==> src/core/asrc_pkg.sv <==
// shared constants for the asynchronous sram host controller
package asrc_pkg;
  localparam int ADDR_W = 14;            // word index width
  localparam int DATA_W = 4;             // data bus width
  localparam int CLK_PERIOD_NS = 10;     // system clock period
  // timing figures in ns, fastest grade
  localparam int T_CYCLE_NS = 12;        // least read or write cycle
  localparam int T_ACCESS_NS = 12;       // access time from select
  localparam int T_WPULSE_NS = 10;       // least write strobe width
  localparam int T_DSETUP_NS = 6;        // data valid before end of write
  localparam int T_HIZ_NS = 6;           // device release after deselect
  // cycle counts: least times round up, none below one
  localparam int RD_CYC = (T_ACCESS_NS + CLK_PERIOD_NS - 1) / CLK_PERIOD_NS + 1;
  localparam int WR_CYC = (T_WPULSE_NS + CLK_PERIOD_NS - 1) / CLK_PERIOD_NS;
  localparam int CYC_MIN = (T_CYCLE_NS + CLK_PERIOD_NS - 1) / CLK_PERIOD_NS;
  localparam int TURN_CYC = (T_HIZ_NS + CLK_PERIOD_NS - 1) / CLK_PERIOD_NS;
  localparam int CNT_W = 4;
  localparam logic [CNT_W-1:0] CNT_ZERO = 4'h0;
  // phases of one bus cycle
  typedef enum logic [2:0] {ASRC_IDLE, ASRC_RD, ASRC_WR, ASRC_HOLD, ASRC_TURN} asrc_state_t;
endpackage

==> src/core/asrc_timer.sv <==
// down counter that flags when a phase has lasted its cycles
`timescale 1ns/1ps
`default_nettype none
module asrc_timer #(
  parameter int W = 4
) (
  // clock and reset
  input wire logic clk_sys_i,
  input wire logic rstn_i,
  // control
  input wire logic load_i,
  input wire logic [W-1:0] value_i,
  // status
  output logic done_o
);
  logic [W-1:0] cnt_reg;  // cycles left
  // reload on request, else count toward zero
  always_ff @(posedge clk_sys_i or negedge rstn_i)
  begin
    if (!rstn_i)
      cnt_reg <= '0;
    else if (load_i)
      cnt_reg <= value_i;
    else if (cnt_reg != '0)
      cnt_reg <= cnt_reg - 1'b1;
  end
  assign done_o = (cnt_reg == '0);
endmodule
`default_nettype wire

==> src/core/asrc_host.sv <==
// host controller driving a 16k x 4 asynchronous static memory
// What this block does
// - write only while select and strobe overlap low
// - strobe stays high through every read
// - each cycle lasts at least cycle time
// - address and strobe held 20 ns in write
// - data set up 20 ns before write end
// - select-controlled write lasts at least 8 ns
`timescale 1ns/1ps
`default_nettype none
module asrc_host #(
  parameter int ADDR_W = asrc_pkg::ADDR_W,
  parameter int DATA_W = asrc_pkg::DATA_W
) (
  // clock and reset
  input wire logic clk_sys_i,
  input wire logic rstn_i,
  // user request port
  input wire logic req_valid_i,
  input wire logic req_write_i,
  input wire logic [ADDR_W-1:0] req_addr_i,
  input wire logic [DATA_W-1:0] req_wdata_i,
  output logic req_ready_o,
  output logic rsp_valid_o,
  output logic [DATA_W-1:0] rsp_rdata_o,
  // memory pins
  output logic [ADDR_W-1:0] word_index_o,
  output logic chip_sel_n_o,
  output logic wr_strobe_n_o,
  output logic out_en_n_o,
  input wire logic [DATA_W-1:0] data_io_i,
  output logic [DATA_W-1:0] data_io_o,
  output logic data_io_oe_o
);
  asrc_pkg::asrc_state_t state_reg, state_next;
  logic [ADDR_W-1:0] addr_reg;       // held address
  logic [DATA_W-1:0] wdata_reg;      // held write data
  logic [DATA_W-1:0] rdata_reg;      // captured read data
  logic [DATA_W-1:0] sync1_reg;      // first synchroniser stage
  logic [DATA_W-1:0] sync2_reg;      // second synchroniser stage
  logic cs_n_reg, we_n_reg, oe_n_reg, doe_reg, ready_reg, rvalid_reg;
  logic load;                        // timer reload strobe
  logic [asrc_pkg::CNT_W-1:0] load_val;
  logic done;                        // phase time elapsed
  logic take;                        // request accepted
  logic take_rd, take_wr;
  logic nx_rd; // next phase is a read
  logic nx_wr; // next phase is a write strobe
  logic nx_hold; // next phase holds write data
  logic nx_idle; // next phase is idle
  logic cs_n_next; // select for the coming cycle
  logic we_n_next; // strobe for the coming cycle
  logic oe_n_next; // output enable for the coming cycle
  logic doe_next; // host bus drive for the coming cycle
  logic ready_next; // accepting in the coming cycle
  logic rd_done; // read phase over, capture the word

  // one down counter times every phase; a read keeps select low five
  // cycles so the synchronised word is older than the access time,
  // which trades some read speed for a capture that never races
  asrc_timer #(.W(asrc_pkg::CNT_W)) u_timer (
    .clk_sys_i(clk_sys_i),
    .rstn_i(rstn_i),
    .load_i(load),
    .value_i(load_val),
    .done_o(done)
  );

  // decode of request acceptance; ready gates it so that nothing is
  // taken at the first edge after reset, before ready has been shown
  assign take = ready_reg && (state_reg == asrc_pkg::ASRC_IDLE) && req_valid_i;
  assign take_rd = take && !req_write_i;
  assign take_wr = take && req_write_i;

  // phase sequencing; timer sets each phase length
  always_comb
  begin
    state_next = state_reg;
    load = 1'b0;
    load_val = asrc_pkg::CNT_ZERO;
    case (state_reg)
      asrc_pkg::ASRC_IDLE:
      begin
        if (take_rd)
        begin
          state_next = asrc_pkg::ASRC_RD;
          load = 1'b1;
          // extra cycles cover the two-stage data synchroniser
          load_val = asrc_pkg::CNT_W'(asrc_pkg::RD_CYC + 1);
        end
        else if (take_wr)
        begin
          state_next = asrc_pkg::ASRC_WR;
          load = 1'b1;
          load_val = asrc_pkg::CNT_W'(asrc_pkg::WR_CYC);
        end
      end
      asrc_pkg::ASRC_RD:
        if (done)
        begin
          state_next = asrc_pkg::ASRC_TURN;
          load = 1'b1;
          load_val = asrc_pkg::CNT_W'(asrc_pkg::TURN_CYC);
        end
      asrc_pkg::ASRC_WR:
        if (done)
        begin
          state_next = asrc_pkg::ASRC_HOLD;
          load = 1'b1;
          load_val = asrc_pkg::CNT_W'(1);
        end
      asrc_pkg::ASRC_HOLD:
        if (done)
          state_next = asrc_pkg::ASRC_IDLE;
      asrc_pkg::ASRC_TURN:
        if (done)
          state_next = asrc_pkg::ASRC_IDLE;
      default:
        state_next = asrc_pkg::ASRC_IDLE;
    endcase
  end

  // pin levels follow the phase entered next, so each pin moves on the
  // same edge as the state and is glitch free at the memory
  assign nx_rd = (state_next == asrc_pkg::ASRC_RD);
  assign nx_wr = (state_next == asrc_pkg::ASRC_WR);
  assign nx_hold = (state_next == asrc_pkg::ASRC_HOLD);
  assign nx_idle = (state_next == asrc_pkg::ASRC_IDLE);
  // select low through the whole read or write phase
  assign cs_n_next = !(nx_rd || nx_wr);
  // strobe low only while writing, never in a read
  assign we_n_next = !nx_wr;
  // enable only in reads, so a write never meets a driving device
  assign oe_n_next = !nx_rd;
  // host drives from strobe fall through two hold cycles
  assign doe_next = nx_wr || nx_hold;
  assign ready_next = nx_idle;
  // last read cycle: the synchronised word is taken here
  assign rd_done = (state_reg == asrc_pkg::ASRC_RD) && done;

  // state and pin registers
  always_ff @(posedge clk_sys_i or negedge rstn_i)
  begin
    if (!rstn_i)
    begin
      state_reg <= asrc_pkg::ASRC_IDLE;
      cs_n_reg <= 1'b1;  // deselected, standby
      we_n_reg <= 1'b1;
      oe_n_reg <= 1'b1;
      doe_reg <= 1'b0;
      ready_reg <= 1'b0;
    end
    else
    begin
      state_reg <= state_next;
      ready_reg <= ready_next;
      cs_n_reg <= cs_n_next;
      we_n_reg <= we_n_next;
      oe_n_reg <= oe_n_next;
      doe_reg <= doe_next;
    end
  end

  // address and data hold for the whole cycle
  always_ff @(posedge clk_sys_i or negedge rstn_i)
  begin
    if (!rstn_i)
    begin
      addr_reg <= '0;
      wdata_reg <= '0;
    end
    else if (take)
    begin
      addr_reg <= req_addr_i;
      wdata_reg <= req_wdata_i;
    end
  end

  // pin input synchroniser, then capture at end of read
  always_ff @(posedge clk_sys_i or negedge rstn_i)
  begin
    if (!rstn_i)
    begin
      sync1_reg <= '0;
      sync2_reg <= '0;
      rdata_reg <= '0;
      rvalid_reg <= 1'b0;
    end
    else
    begin
      sync1_reg <= data_io_i;
      sync2_reg <= sync1_reg;
      rvalid_reg <= rd_done;
      if (rd_done)
        rdata_reg <= sync2_reg;
    end
  end

  // outputs straight from flip-flops
  assign word_index_o = addr_reg;
  assign chip_sel_n_o = cs_n_reg;
  assign wr_strobe_n_o = we_n_reg;
  assign out_en_n_o = oe_n_reg;
  assign data_io_o = wdata_reg;
  assign data_io_oe_o = doe_reg;
  assign req_ready_o = ready_reg;
  assign rsp_valid_o = rvalid_reg;
  assign rsp_rdata_o = rdata_reg;
endmodule
`default_nettype wire

==> config.mk <==
export PLATFORM = sky130hd
export DESIGN_NAME = asrc_host
export DESIGN_NICKNAME = d
export VERILOG_FILES = /design/src/core/asrc_pkg.sv /design/src/core/asrc_timer.sv /design/src/core/asrc_host.sv
export SDC_FILE = /design/constraint.sdc
export NUM_CORES = 1
export LEC_CHECK = 0
export BUFFER_PORTS_ARGS = -buffer_cell sky130_fd_sc_hd__buf_2
export CAP_MARGIN = 30
export CORE_UTILIZATION = 50
export CTS_CLUSTER_SIZE = 40
export DETAILED_ROUTE_END_ITERATION = 16
export PLACE_DENSITY = 0.8
export SLEW_MARGIN = 20
export SYNTH_ARGS = -nofsm -noshare
export SYNTH_HDL_FRONTEND = slang
export SYNTH_SLANG_ARGS = --single-unit
==> constraint.sdc <==
create_clock -name clk_sys_i -period 2.25 [get_ports clk_sys_i]
set_input_delay 0.45 -clock clk_sys_i [delete_from_list [all_inputs] [get_ports clk_sys_i]]
set_output_delay 0.45 -clock clk_sys_i [all_outputs]
set_load 0.05 [all_outputs]
==> results.md, run 1 <==
* Final setup vio count at 0
* Final worst-path cycle share at 0.783
* Worst endpoint data arrival time at 2.01 ns
* First-pass GRT wire length at 5280 um
* Post-CTS Hold Buffers at 1
* Worst EP required at 2.50 ns
* GP Congestion at 0.799
* FF-to-FF Start: u_timer.cnt_reg[0]
* #FFs+latches synth at 43
* DP HPWL at 2330 um
* Met3 Use GR at 0.0618
* Netlist cell types at 28
* Number of H-tree levels at 2
* Number of flip-flops in the largest register at 14
* Mapped Area at 1730 sq um
* Fin util at 0.640
* Max Clk Rate at 567 MHz
* Global Route met1 Usage at 0.243
* All-layer global routing usage at 0.199
* Largest net degree at the start of global routing at 22
* Die X at 60.9 um
* Drt drc at 0
* Final Hold Viols at 0
* Busiest grt layer: met2
* Syn nets at 185
* Sequential area share after synthesis at 0.623
* Largest cells by area after synthesis: dfrtp_1 (58%), nand2_1 (13%), dfstp_2 (4.5%)
* Clock Root Buffer: clkbuf_4
* Worst slack, placed at 0.499 ns
* Grt ovf at 0
* Worst flop-to-flop path endpoint: rsp_rdata_o[3]
* Worst setup EP type: flop
* CP Max Fanout at 10
* Initial antenna violation count at 0
* Vias in the first global route at 1,145
* Grt met2 use at 0.341
* Static Leakage at 0.00114 uW
* Maximum vdd drop at 771 uV
* Clock period minus final worst setup slack at 1.76 ns
* Top Ports at 54
* Slack of the critical path at 0.487 ns
* HP Class: in -> reg
* Count of input and output buffers at 53
* Cell Pwr Density at 1700 nW/um^2
* Reg2reg setup slack at 0.49 ns
* Slew headroom at 0.700
* Filler cells at 277
* Routed Antenna Nets at 0
* Final Skew at 0.0105 ns
* Status: finished clean
* Core footprint at 3340 sq um
* Nets@finish at 243
* Vias after detailed routing at 1,285
* Die Height at 60.9 um
* Post-cts sizing count at 0
* Clock Sinks at 43
* Std-Cell Rows at 21
* # diodes at 0
* Die area at 3710 sq um
* First-pass detailed-route iteration total at 4
* Max cap viols at 0
* WL/cell at 12.2 um
* Setup crit start kind: flop
* Initial Util at 0.520
* TritonCTS buffer count at 5
* Hold endpoint: sync1_reg[3]
* Clk buf depth at 2
* WHS Path Cells at 1
* Reg2reg path depth at 5
* Clk_lat worst skew at 0.35 ns
* Synth area leader: dfrtp_1
* Unrepaired setup endpoints after global routing: false
* Hold wc startpoint: data_io_i[3]
* Final setup TNS at 0 ns
* Placed cell areas at 2050 sq um
* Synth Area per Inst at 11.0 sq um
* Detailed Route Iter0 Violations at 42
* Worst-Margin Slew at 0.450 ns
* Worst-path clk slew at 0.13 ns
* Post-Synthesis Cells at 158
* Post-route cell area at 2140 sq um
* Share of post-route cells with drive strength above 1 at 0.359
* Total wire length at 3210 um
* Area Growth Syn to Fin at 23.2%
* Post-CTS Setup Bufs at 0
* CTS tree: built
* Slew Viols, Final at 0
* Vias/cell at 4.89
* Final hold slack at 0.189 ns
* Warnings from Yosys at 0
* Crit Path Class: reg -> reg
* Post-synth top area share at 0.577
==> synthesized netlist by cell type <==
library cell,number
nor2_1,5
nand2_1,61
a21oi_1,5
a221o_1,1
or3_4,1
dfstp_2,3
nand3b_4,1
inv_1,4
a22o_1,2
o21ai_0,3
or3_1,2
o221ai_1,1
nor3b_4,1
or3b_1,1
dfrtp_1,40
buf_6,1
xnor2_1,2
buf_2,6
a311o_1,1
a41oi_1,1
nor3_1,3
o22ai_1,3
nand3_4,1
mux2_2,1
mux2_4,4
nor3_4,1
nand3b_1,2
ha_1,1
==> final cells by class <==
class | count | area, sq um | area share
clock buffer | 5 | 37.5 | 0.0176
clock inverter | 3 | 43.8 | 0.0205
inverter | 4 | 15.0 | 0.00703
multi-input combinational | 104 | 598 | 0.280
sequential | 43 | 1080 | 0.505
tap | 46 | 57.6 | 0.0269
timing repair buffer | 58 | 305 | 0.143
==> worst max-delay path, cell delays in order, from the launching register on <==
cell     delay (ns)
dfrtp_1        0.42
inv_1          0.08
ha_1           0.21
nor3b_4        0.44
nand3_4        0.18
mux2_4         0.33
==> routing by layer <==
metal  vias up  routed length, um
li1        637                  -
met1       599               1420
met2        45               1580
met3         4                169
met4         0                 29
met5         -                  0
==> metrics by stage <==
step           total power (uW)  cells
2_1_floorplan              2780    158
3_3_place_gp               3140    254
3_5_place_dp               3190    254
4_1_cts                    3670    263
5_1_grt                    3890    263
6_report                   3640    263
==> how the worst max path moves through the flow <==
stage | endpoint | startpoint
floorplan | rsp_rdata_o[0] | u_timer.cnt_reg[0]
global placement | rsp_rdata_o[3] | u_timer.cnt_reg[0]
detailed placement | rsp_rdata_o[3] | u_timer.cnt_reg[0]
CTS | rsp_rdata_o[3] | u_timer.cnt_reg[0]
global route | rsp_rdata_o[3] | u_timer.cnt_reg[0]
finish | rsp_rdata_o[3] | u_timer.cnt_reg[0]
==> logic make-up after synthesis <==
group | share of synthesized area
and+or+nand+nor | 0.221
AOI/OAI and AO/OA | 0.0657
buffers and inverters | 0.0325
DFF | 0.623
muxes | 0.0411
adders and majority gates | 0.00721
xor gates and xnor gates | 0.0101
==> report_power, final <==
part           internal (uW)  switching (uW)  total (uW)
Combinational            548            1300        1850
Sequential              1080             227        1310
Clock                    234             246         480
==> cell usage in the layout (no fill, tap or decap), drive strengths merged, types with 4 or more instances in the layout <==
| cell type | instances |
|---|---|
| mux2 | 5 |
| inv | 4 |
| a21oi | 5 |
| clkbuf | 5 |
| nor3 | 4 |
| nor2 | 5 |
| buf | 57 |
| dfrtp | 40 |
| nand2 | 61 |
(Power assumes the default switching activity.)
==> run 2, diff against run 1 <==
--- a/config.mk
+++ b/config.mk
@@ -7,10 +7,10 @@
 export LEC_CHECK = 0
 export BUFFER_PORTS_ARGS = -buffer_cell sky130_fd_sc_hd__buf_2
 export CAP_MARGIN = 30
-export CORE_UTILIZATION = 50
+export CORE_UTILIZATION = 45
 export CTS_CLUSTER_SIZE = 40
 export DETAILED_ROUTE_END_ITERATION = 16
-export PLACE_DENSITY = 0.8
+export PLACE_DENSITY = 0.76
 export SLEW_MARGIN = 20
 export SYNTH_ARGS = -nofsm -noshare
 export SYNTH_HDL_FRONTEND = slang
==> constraint.sdc (replaced) <==
create_clock -name clk_sys_i -period 1.5 [get_ports clk_sys_i]
set_input_delay 0.3 -clock clk_sys_i [delete_from_list [all_inputs] [get_ports clk_sys_i]]
set_output_delay 0.3 -clock clk_sys_i [all_outputs]
set_load 0.05 [all_outputs]
==> run 2 against run 1 <==
Against the previous run:
- setup slack got worse by 0.49 ns
- non-clock buffer count rose by 7
- core utilization fell by 2.2 points
- highest routed layer unchanged
==> results.md, run 2 (synthesis results as in run 1) <==
* GP Congestion at 0.821
* DP HPWL at 2360 um
* Worst slack, placed at -0.00848 ns
* Nets@finish at 250
* Hold endpoint: sync1_reg[3]
* CTS tree: built
* Slack of the critical path at 0.000154 ns
* Vias in the first global route at 1,228
* HP Class: in -> reg
* Hold wc startpoint: data_io_i[3]
* Vias after detailed routing at 1,358
* Vias/cell at 4.99
* Finished Layout Cells at 272
* Reg2reg path depth at 6
* Final Hold Viols at 0
* Initial antenna violation count at 0
* Reg2reg setup slack at 0.0002 ns
* Number of flip-flops in the largest register at 14
* First-pass GRT wire length at 5600 um
* WHS Path Cells at 1
* Core footprint at 3690 sq um
* All-layer global routing usage at 0.185
* Detailed Route Iter0 Violations at 59
* Clk buf depth at 2
* First-pass detailed-route iteration total at 4
* Total wire length at 3390 um
* Maximum vdd drop at 1640 uV
* Routed Antenna Nets at 0
* Area Growth Syn to Fin at 31.5%
* Clock period minus final worst setup slack at 1.50 ns
* TritonCTS buffer count at 5
* Std-Cell Rows at 22
* Die Height at 64.1 um
* Top Ports at 54
* Final setup vio count at 0
* Largest net degree at the start of global routing at 28
* Setup crit start: u_timer.cnt_reg[1]
* Worst-Margin Slew at 0.411 ns
* Drt drc at 0
* Clock Sinks at 43
* Share of post-route cells with drive strength above 1 at 0.402
* Max Clk Rate at 667 MHz
* FF-to-FF Start: u_timer.cnt_reg[1]
* Setup crit start kind: flop
* Most common cell after layout, fill and taps aside: nand2_1
* Most frequent cells in the layout: nand2_1 (61), buf_2 (53), dfrtp_1 (39)
* Count of input and output buffers at 53
* WL/cell at 12.5 um
* Worst setup EP type: flop
* Max cap viols at 0
* Worst flop-to-flop path endpoint: u_timer.cnt_reg[1]
* Die X at 64.1 um
* Slew headroom at 0.726
* Crit Path Class: reg -> reg
* Cell Pwr Density at 2650 nW/um^2
* # diodes at 0
* Worst EP required at 1.73 ns
* Worst-path clk slew at 0.07 ns
* Clock Root Buffer: clkbuf_8
* Status: finished clean
* Clk_lat worst skew at 0.29 ns
* Initial Util at 0.470
* Crit-path max cell delay at 0.41 ns
* Final hold slack at 0.112 ns
* Number of H-tree levels at 2
* Post-Place Cells at 262
* Worst endpoint data arrival time at 1.73 ns
* Final Skew at 0.00502 ns
* Unrepaired setup endpoints after global routing: true
* Fin util at 0.618
* Static Leakage at 0.00121 uW
* Die area at 4110 sq um
* Grt ovf at 0
* Critical path, cell by cell: inv_2 -> ha_4 -> nor3b_4 -> buf_4 -> mux2_4 -> nor2_1
* Filler cells at 303
* Slew Viols, Final at 0
* Final worst-path cycle share at 1.00
* CP Max Fanout at 3
* Slowest CP cell: dfrtp_1
[run 2: power by group]
group / switching, uW / total [uW] / internal [uW]
logic: 2080 / 3080 / 1000
clock network: 368 / 1030 / 665
registers: 309 / 1940 / 1630
[run 2: cell type report]
cell class              instances  area, sq um  area share
clock buffers                   6         72.6      0.0318
clock inverters                 2         60.1      0.0263
inverters                       4         15.0     0.00658
multi-input cells             104          622       0.273
flip-flops and latches         43         1080       0.474
well taps                      48         60.1      0.0263
repair buffers                 65          370       0.162
[run 2: worst max-delay path, delay by kind of cell (launching register included)]
kind / cells / cell delay [ns]
adders and majority gates: 1 / 0.13
muxes: 1 / 0.29
buffers and inverters: 2 / 0.27
and+or+nand+nor: 2 / 0.33
DFF: 1 / 0.41
[run 2: stage by stage]
stage                     cell area (sq um)  total power (uW)  TNS (ns)
after detailed placement               2110              4910  -0.00848
final                                  2280              6050         0
after CTS                              2270              6040         0
after global routing                   2280              6400    -0.480
after floorplan                        1740              4170    -0.412
after global placement                 2110              4850         0
[run 2: repair_timing]
item | 4_1_cts | 5_1_grt
endpoints found under the setup margin | 9 | 12
pin swaps | 2 | 1
hold endpoints to repair | 14 | 0
hold buffers | 1 | 0
gates resized for setup | 4 | 2
buffers inserted | 1 | 0
[run 2: worst max path at each step]
stage | to | cells after the start
global route | u_timer.cnt_reg[1] | 6
CTS | u_timer.cnt_reg[1] | 6
detailed placement | u_timer.cnt_reg[1] | 6
global placement | u_timer.cnt_reg[1] | 6
floorplan | rsp_rdata_o[0] | 5
finish | u_timer.cnt_reg[1] | 6
[run 2: metal layers]
metal / track usage / up-vias / share of wire / routed length, um
met4: 0.0426 / 0 / 0.0080 / 27
met3: 0.0696 / 2 / 0.059 / 200
met1: 0.238 / 651 / 0.43 / 1450
li1: - / 645 / - / -
met2: 0.295 / 60 / 0.50 / 1710
met5: 0 / - / 0 / 0
==> run 3, diff against run 2 <==
==> constraint.sdc (replaced) <==
create_clock -name clk_sys_i -period 1.25 [get_ports clk_sys_i]
set_input_delay 0.25 -clock clk_sys_i [delete_from_list [all_inputs] [get_ports clk_sys_i]]
set_output_delay 0.25 -clock clk_sys_i [all_outputs]
set_load 0.05 [all_outputs]
==> run 3 against run 2 <==
Against the previous run:
- the run now ends with setup timing left
- critical path depth did not move
- worst hold slack lost 0.049 ns
- fmax is 2.2% higher
- sequential share of layout area shrank 3.7 points
- global-route usage up 1.3 points
- via count up 3.2%
- routed wire length rose by 7.8%
- clock skew is 0.0026 ns higher
==> results.md, run 3 (synthesis results as in run 1) <==
* WL/cell at 12.9 um
* Initial Util at 0.470
* Initial antenna violation count at 0
* Post-Place Cells at 267
* Area Growth Syn to Fin at 42.9%
* Core footprint at 3690 sq um
* First-pass detailed-route iteration total at 4
* Max Clk Rate at 682 MHz
* Std-Cell Rows at 22
* Critical path, cell by cell: inv_2 -> ha_4 -> nor3b_4 -> buf_6 -> mux2_4 -> nor2_2
* CP delay by family, top: flip-flops
* Final setup vio count at 18
* Worst-path clk slew at 0.08 ns
* Vias in the first global route at 1,347
* Die area at 4110 sq um
* GP Congestion at 0.792
* HP Class: in -> reg
* DP HPWL at 2220 um
* Setup crit start kind: flop
* Worst-Margin Slew at 0.268 ns
* Worst EP required at 1.48 ns
* Worst slack, placed at -0.330 ns
* Status: finished with violations
* All-layer global routing usage at 0.198
* CP Max Fanout at 8
* Placed cell areas at 2150 sq um
* Hold endpoint: sync1_reg[2]
* Filler cells at 298
* Clock Sinks at 43
* First-pass GRT wire length at 6120 um
* Count of input and output buffers at 53
* Hold wc startpoint: data_io_i[2]
* Overall Power at 7660 uW
* Final worst-path cycle share at 1.17
* CTS tree: built
* Slowest CP cell: dfrtp_1
* Final Skew at 0.00757 ns
* Crit Path Class: reg -> reg
* Slack of the critical path at -0.217 ns
* Slew Viols, Final at 0
* Share of post-route cells with drive strength above 1 at 0.525
* Failing checks: setup timing
* Number of H-tree levels at 2
* Largest net degree at the start of global routing at 44
* Final Hold Viols at 0
* Unrepaired setup endpoints after global routing: true
* WHS Path Cells at 1
* Most frequent cells in the layout: nand2_1 (49), buf_2 (49), dfrtp_1 (37)
* Die X at 64.1 um
* Post-route cell area at 2480 sq um
* Clock Root Buffer: clkbuf_8
* Worst flop-to-flop path endpoint: u_timer.cnt_reg[1]
* Vias/cell at 4.93
* Worst endpoint data arrival time at 1.70 ns
* Clk_lat worst skew at 0.29 ns
* Slew headroom at 0.821
* Vias after detailed routing at 1,401
* Max cap viols at 0
* Clk buf depth at 2
* FF-to-FF Start: u_timer.cnt_reg[0]
* Drt drc at 0
* Reg2reg setup slack at -0.22 ns
* Worst setup EP type: flop
* # diodes at 0
* Top Ports at 54
* Crit-path max cell delay at 0.39 ns
* Detailed Route Iter0 Violations at 68
* Finished Layout Cells at 284
* Maximum vdd drop at 1760 uV
* Grt ovf at 0
* Clock period minus final worst setup slack at 1.47 ns
* Total wire length at 3660 um
* Routed Antenna Nets at 0
* Final setup TNS at -2.66 ns
* Buffers & Inverters on Critical Path at 2
* Nets@finish at 263
* Die Height at 64.1 um
* Cell Pwr Density at 3090 nW/um^2
* Static Leakage at 0.00128 uW
* TritonCTS buffer count at 5
* Number of flip-flops in the largest register at 14
* Reg2reg path depth at 6
[run 3: cell count changes in the layout (fill, tap and decap cells not counted), moves of 2 or more]
| cell | before | now |
|---|---|---|
| nand2_1 | 61 | 49 |
| nand2_2 | 0 | 11 |
| buf_6 | 0 | 7 |
| buf_4 | 10 | 16 |
| buf_2 | 53 | 49 |
| or3_4 | 1 | 5 |
| a21oi_1 | 5 | 3 |
| a21oi_2 | 0 | 2 |
| dfrtp_1 | 39 | 37 |
| dfrtp_2 | 1 | 3 |
| o21ai_0 | 3 | 1 |
[run 3: where the power goes]
part / internal (uW) / switching [uW]
Sequential: 1960 / 404
Clock: 585 / 427
Combinational: 1610 / 2670
Total: 4160 / 3500
[run 3: through the flow]
step / utilization / hold slack (ns)
after global routing: 0.672 / 0.0465
after CTS: 0.647 / 0.0585
after global placement: 0.582 / 0.242
after detailed placement: 0.582 / 0.255
final: 0.672 / 0.0635
after floorplan: - / -0.0456
[run 3: metal layers]
layer | part of all wire | GRT usage
met1 | 0.43 | 0.252
met2 | 0.50 | 0.332
met3 | 0.059 | 0.0589
met4 | 0.0093 | 0.0426
met5 | 0 | 0
[run 3: worst max-delay path by stage]
stage	from	end	slack, ns	cells past startpoint
after global routing	u_timer.cnt_reg[0]	u_timer.cnt_reg[1]	-0.29	6
after global placement	u_timer.cnt_reg[0]	u_timer.cnt_reg[1]	-0.27	6
after CTS	u_timer.cnt_reg[0]	u_timer.cnt_reg[1]	-0.24	6
final	u_timer.cnt_reg[0]	u_timer.cnt_reg[1]	-0.22	6
after floorplan	u_timer.cnt_reg[0]	rsp_rdata_o[0]	-0.35	5
after detailed placement	u_timer.cnt_reg[0]	u_timer.cnt_reg[1]	-0.33	6
[run 3: layout make-up]
cell class	count	area, sq um	share of cell area
Inverter	4	15.0	0.00606
Clock inverter	1	30.0	0.0121
Clock buffer	6	72.6	0.0293
Multi-Input combinational cell	107	727	0.293
Tap cell	48	60.1	0.0242
Sequential cell	43	1080	0.437
Timing Repair Buffer	75	489	0.197
[run 3: repair_timing]
item                       in CTS  in global routing
setup buffers                   3                  3
hold buffers                    1                  0
cloned                          3                  0
gates resized for setup        25                 22
pin swaps                      11                 17
hold endpoints to repair       40                  0
setup endpoints to repair      38                 39
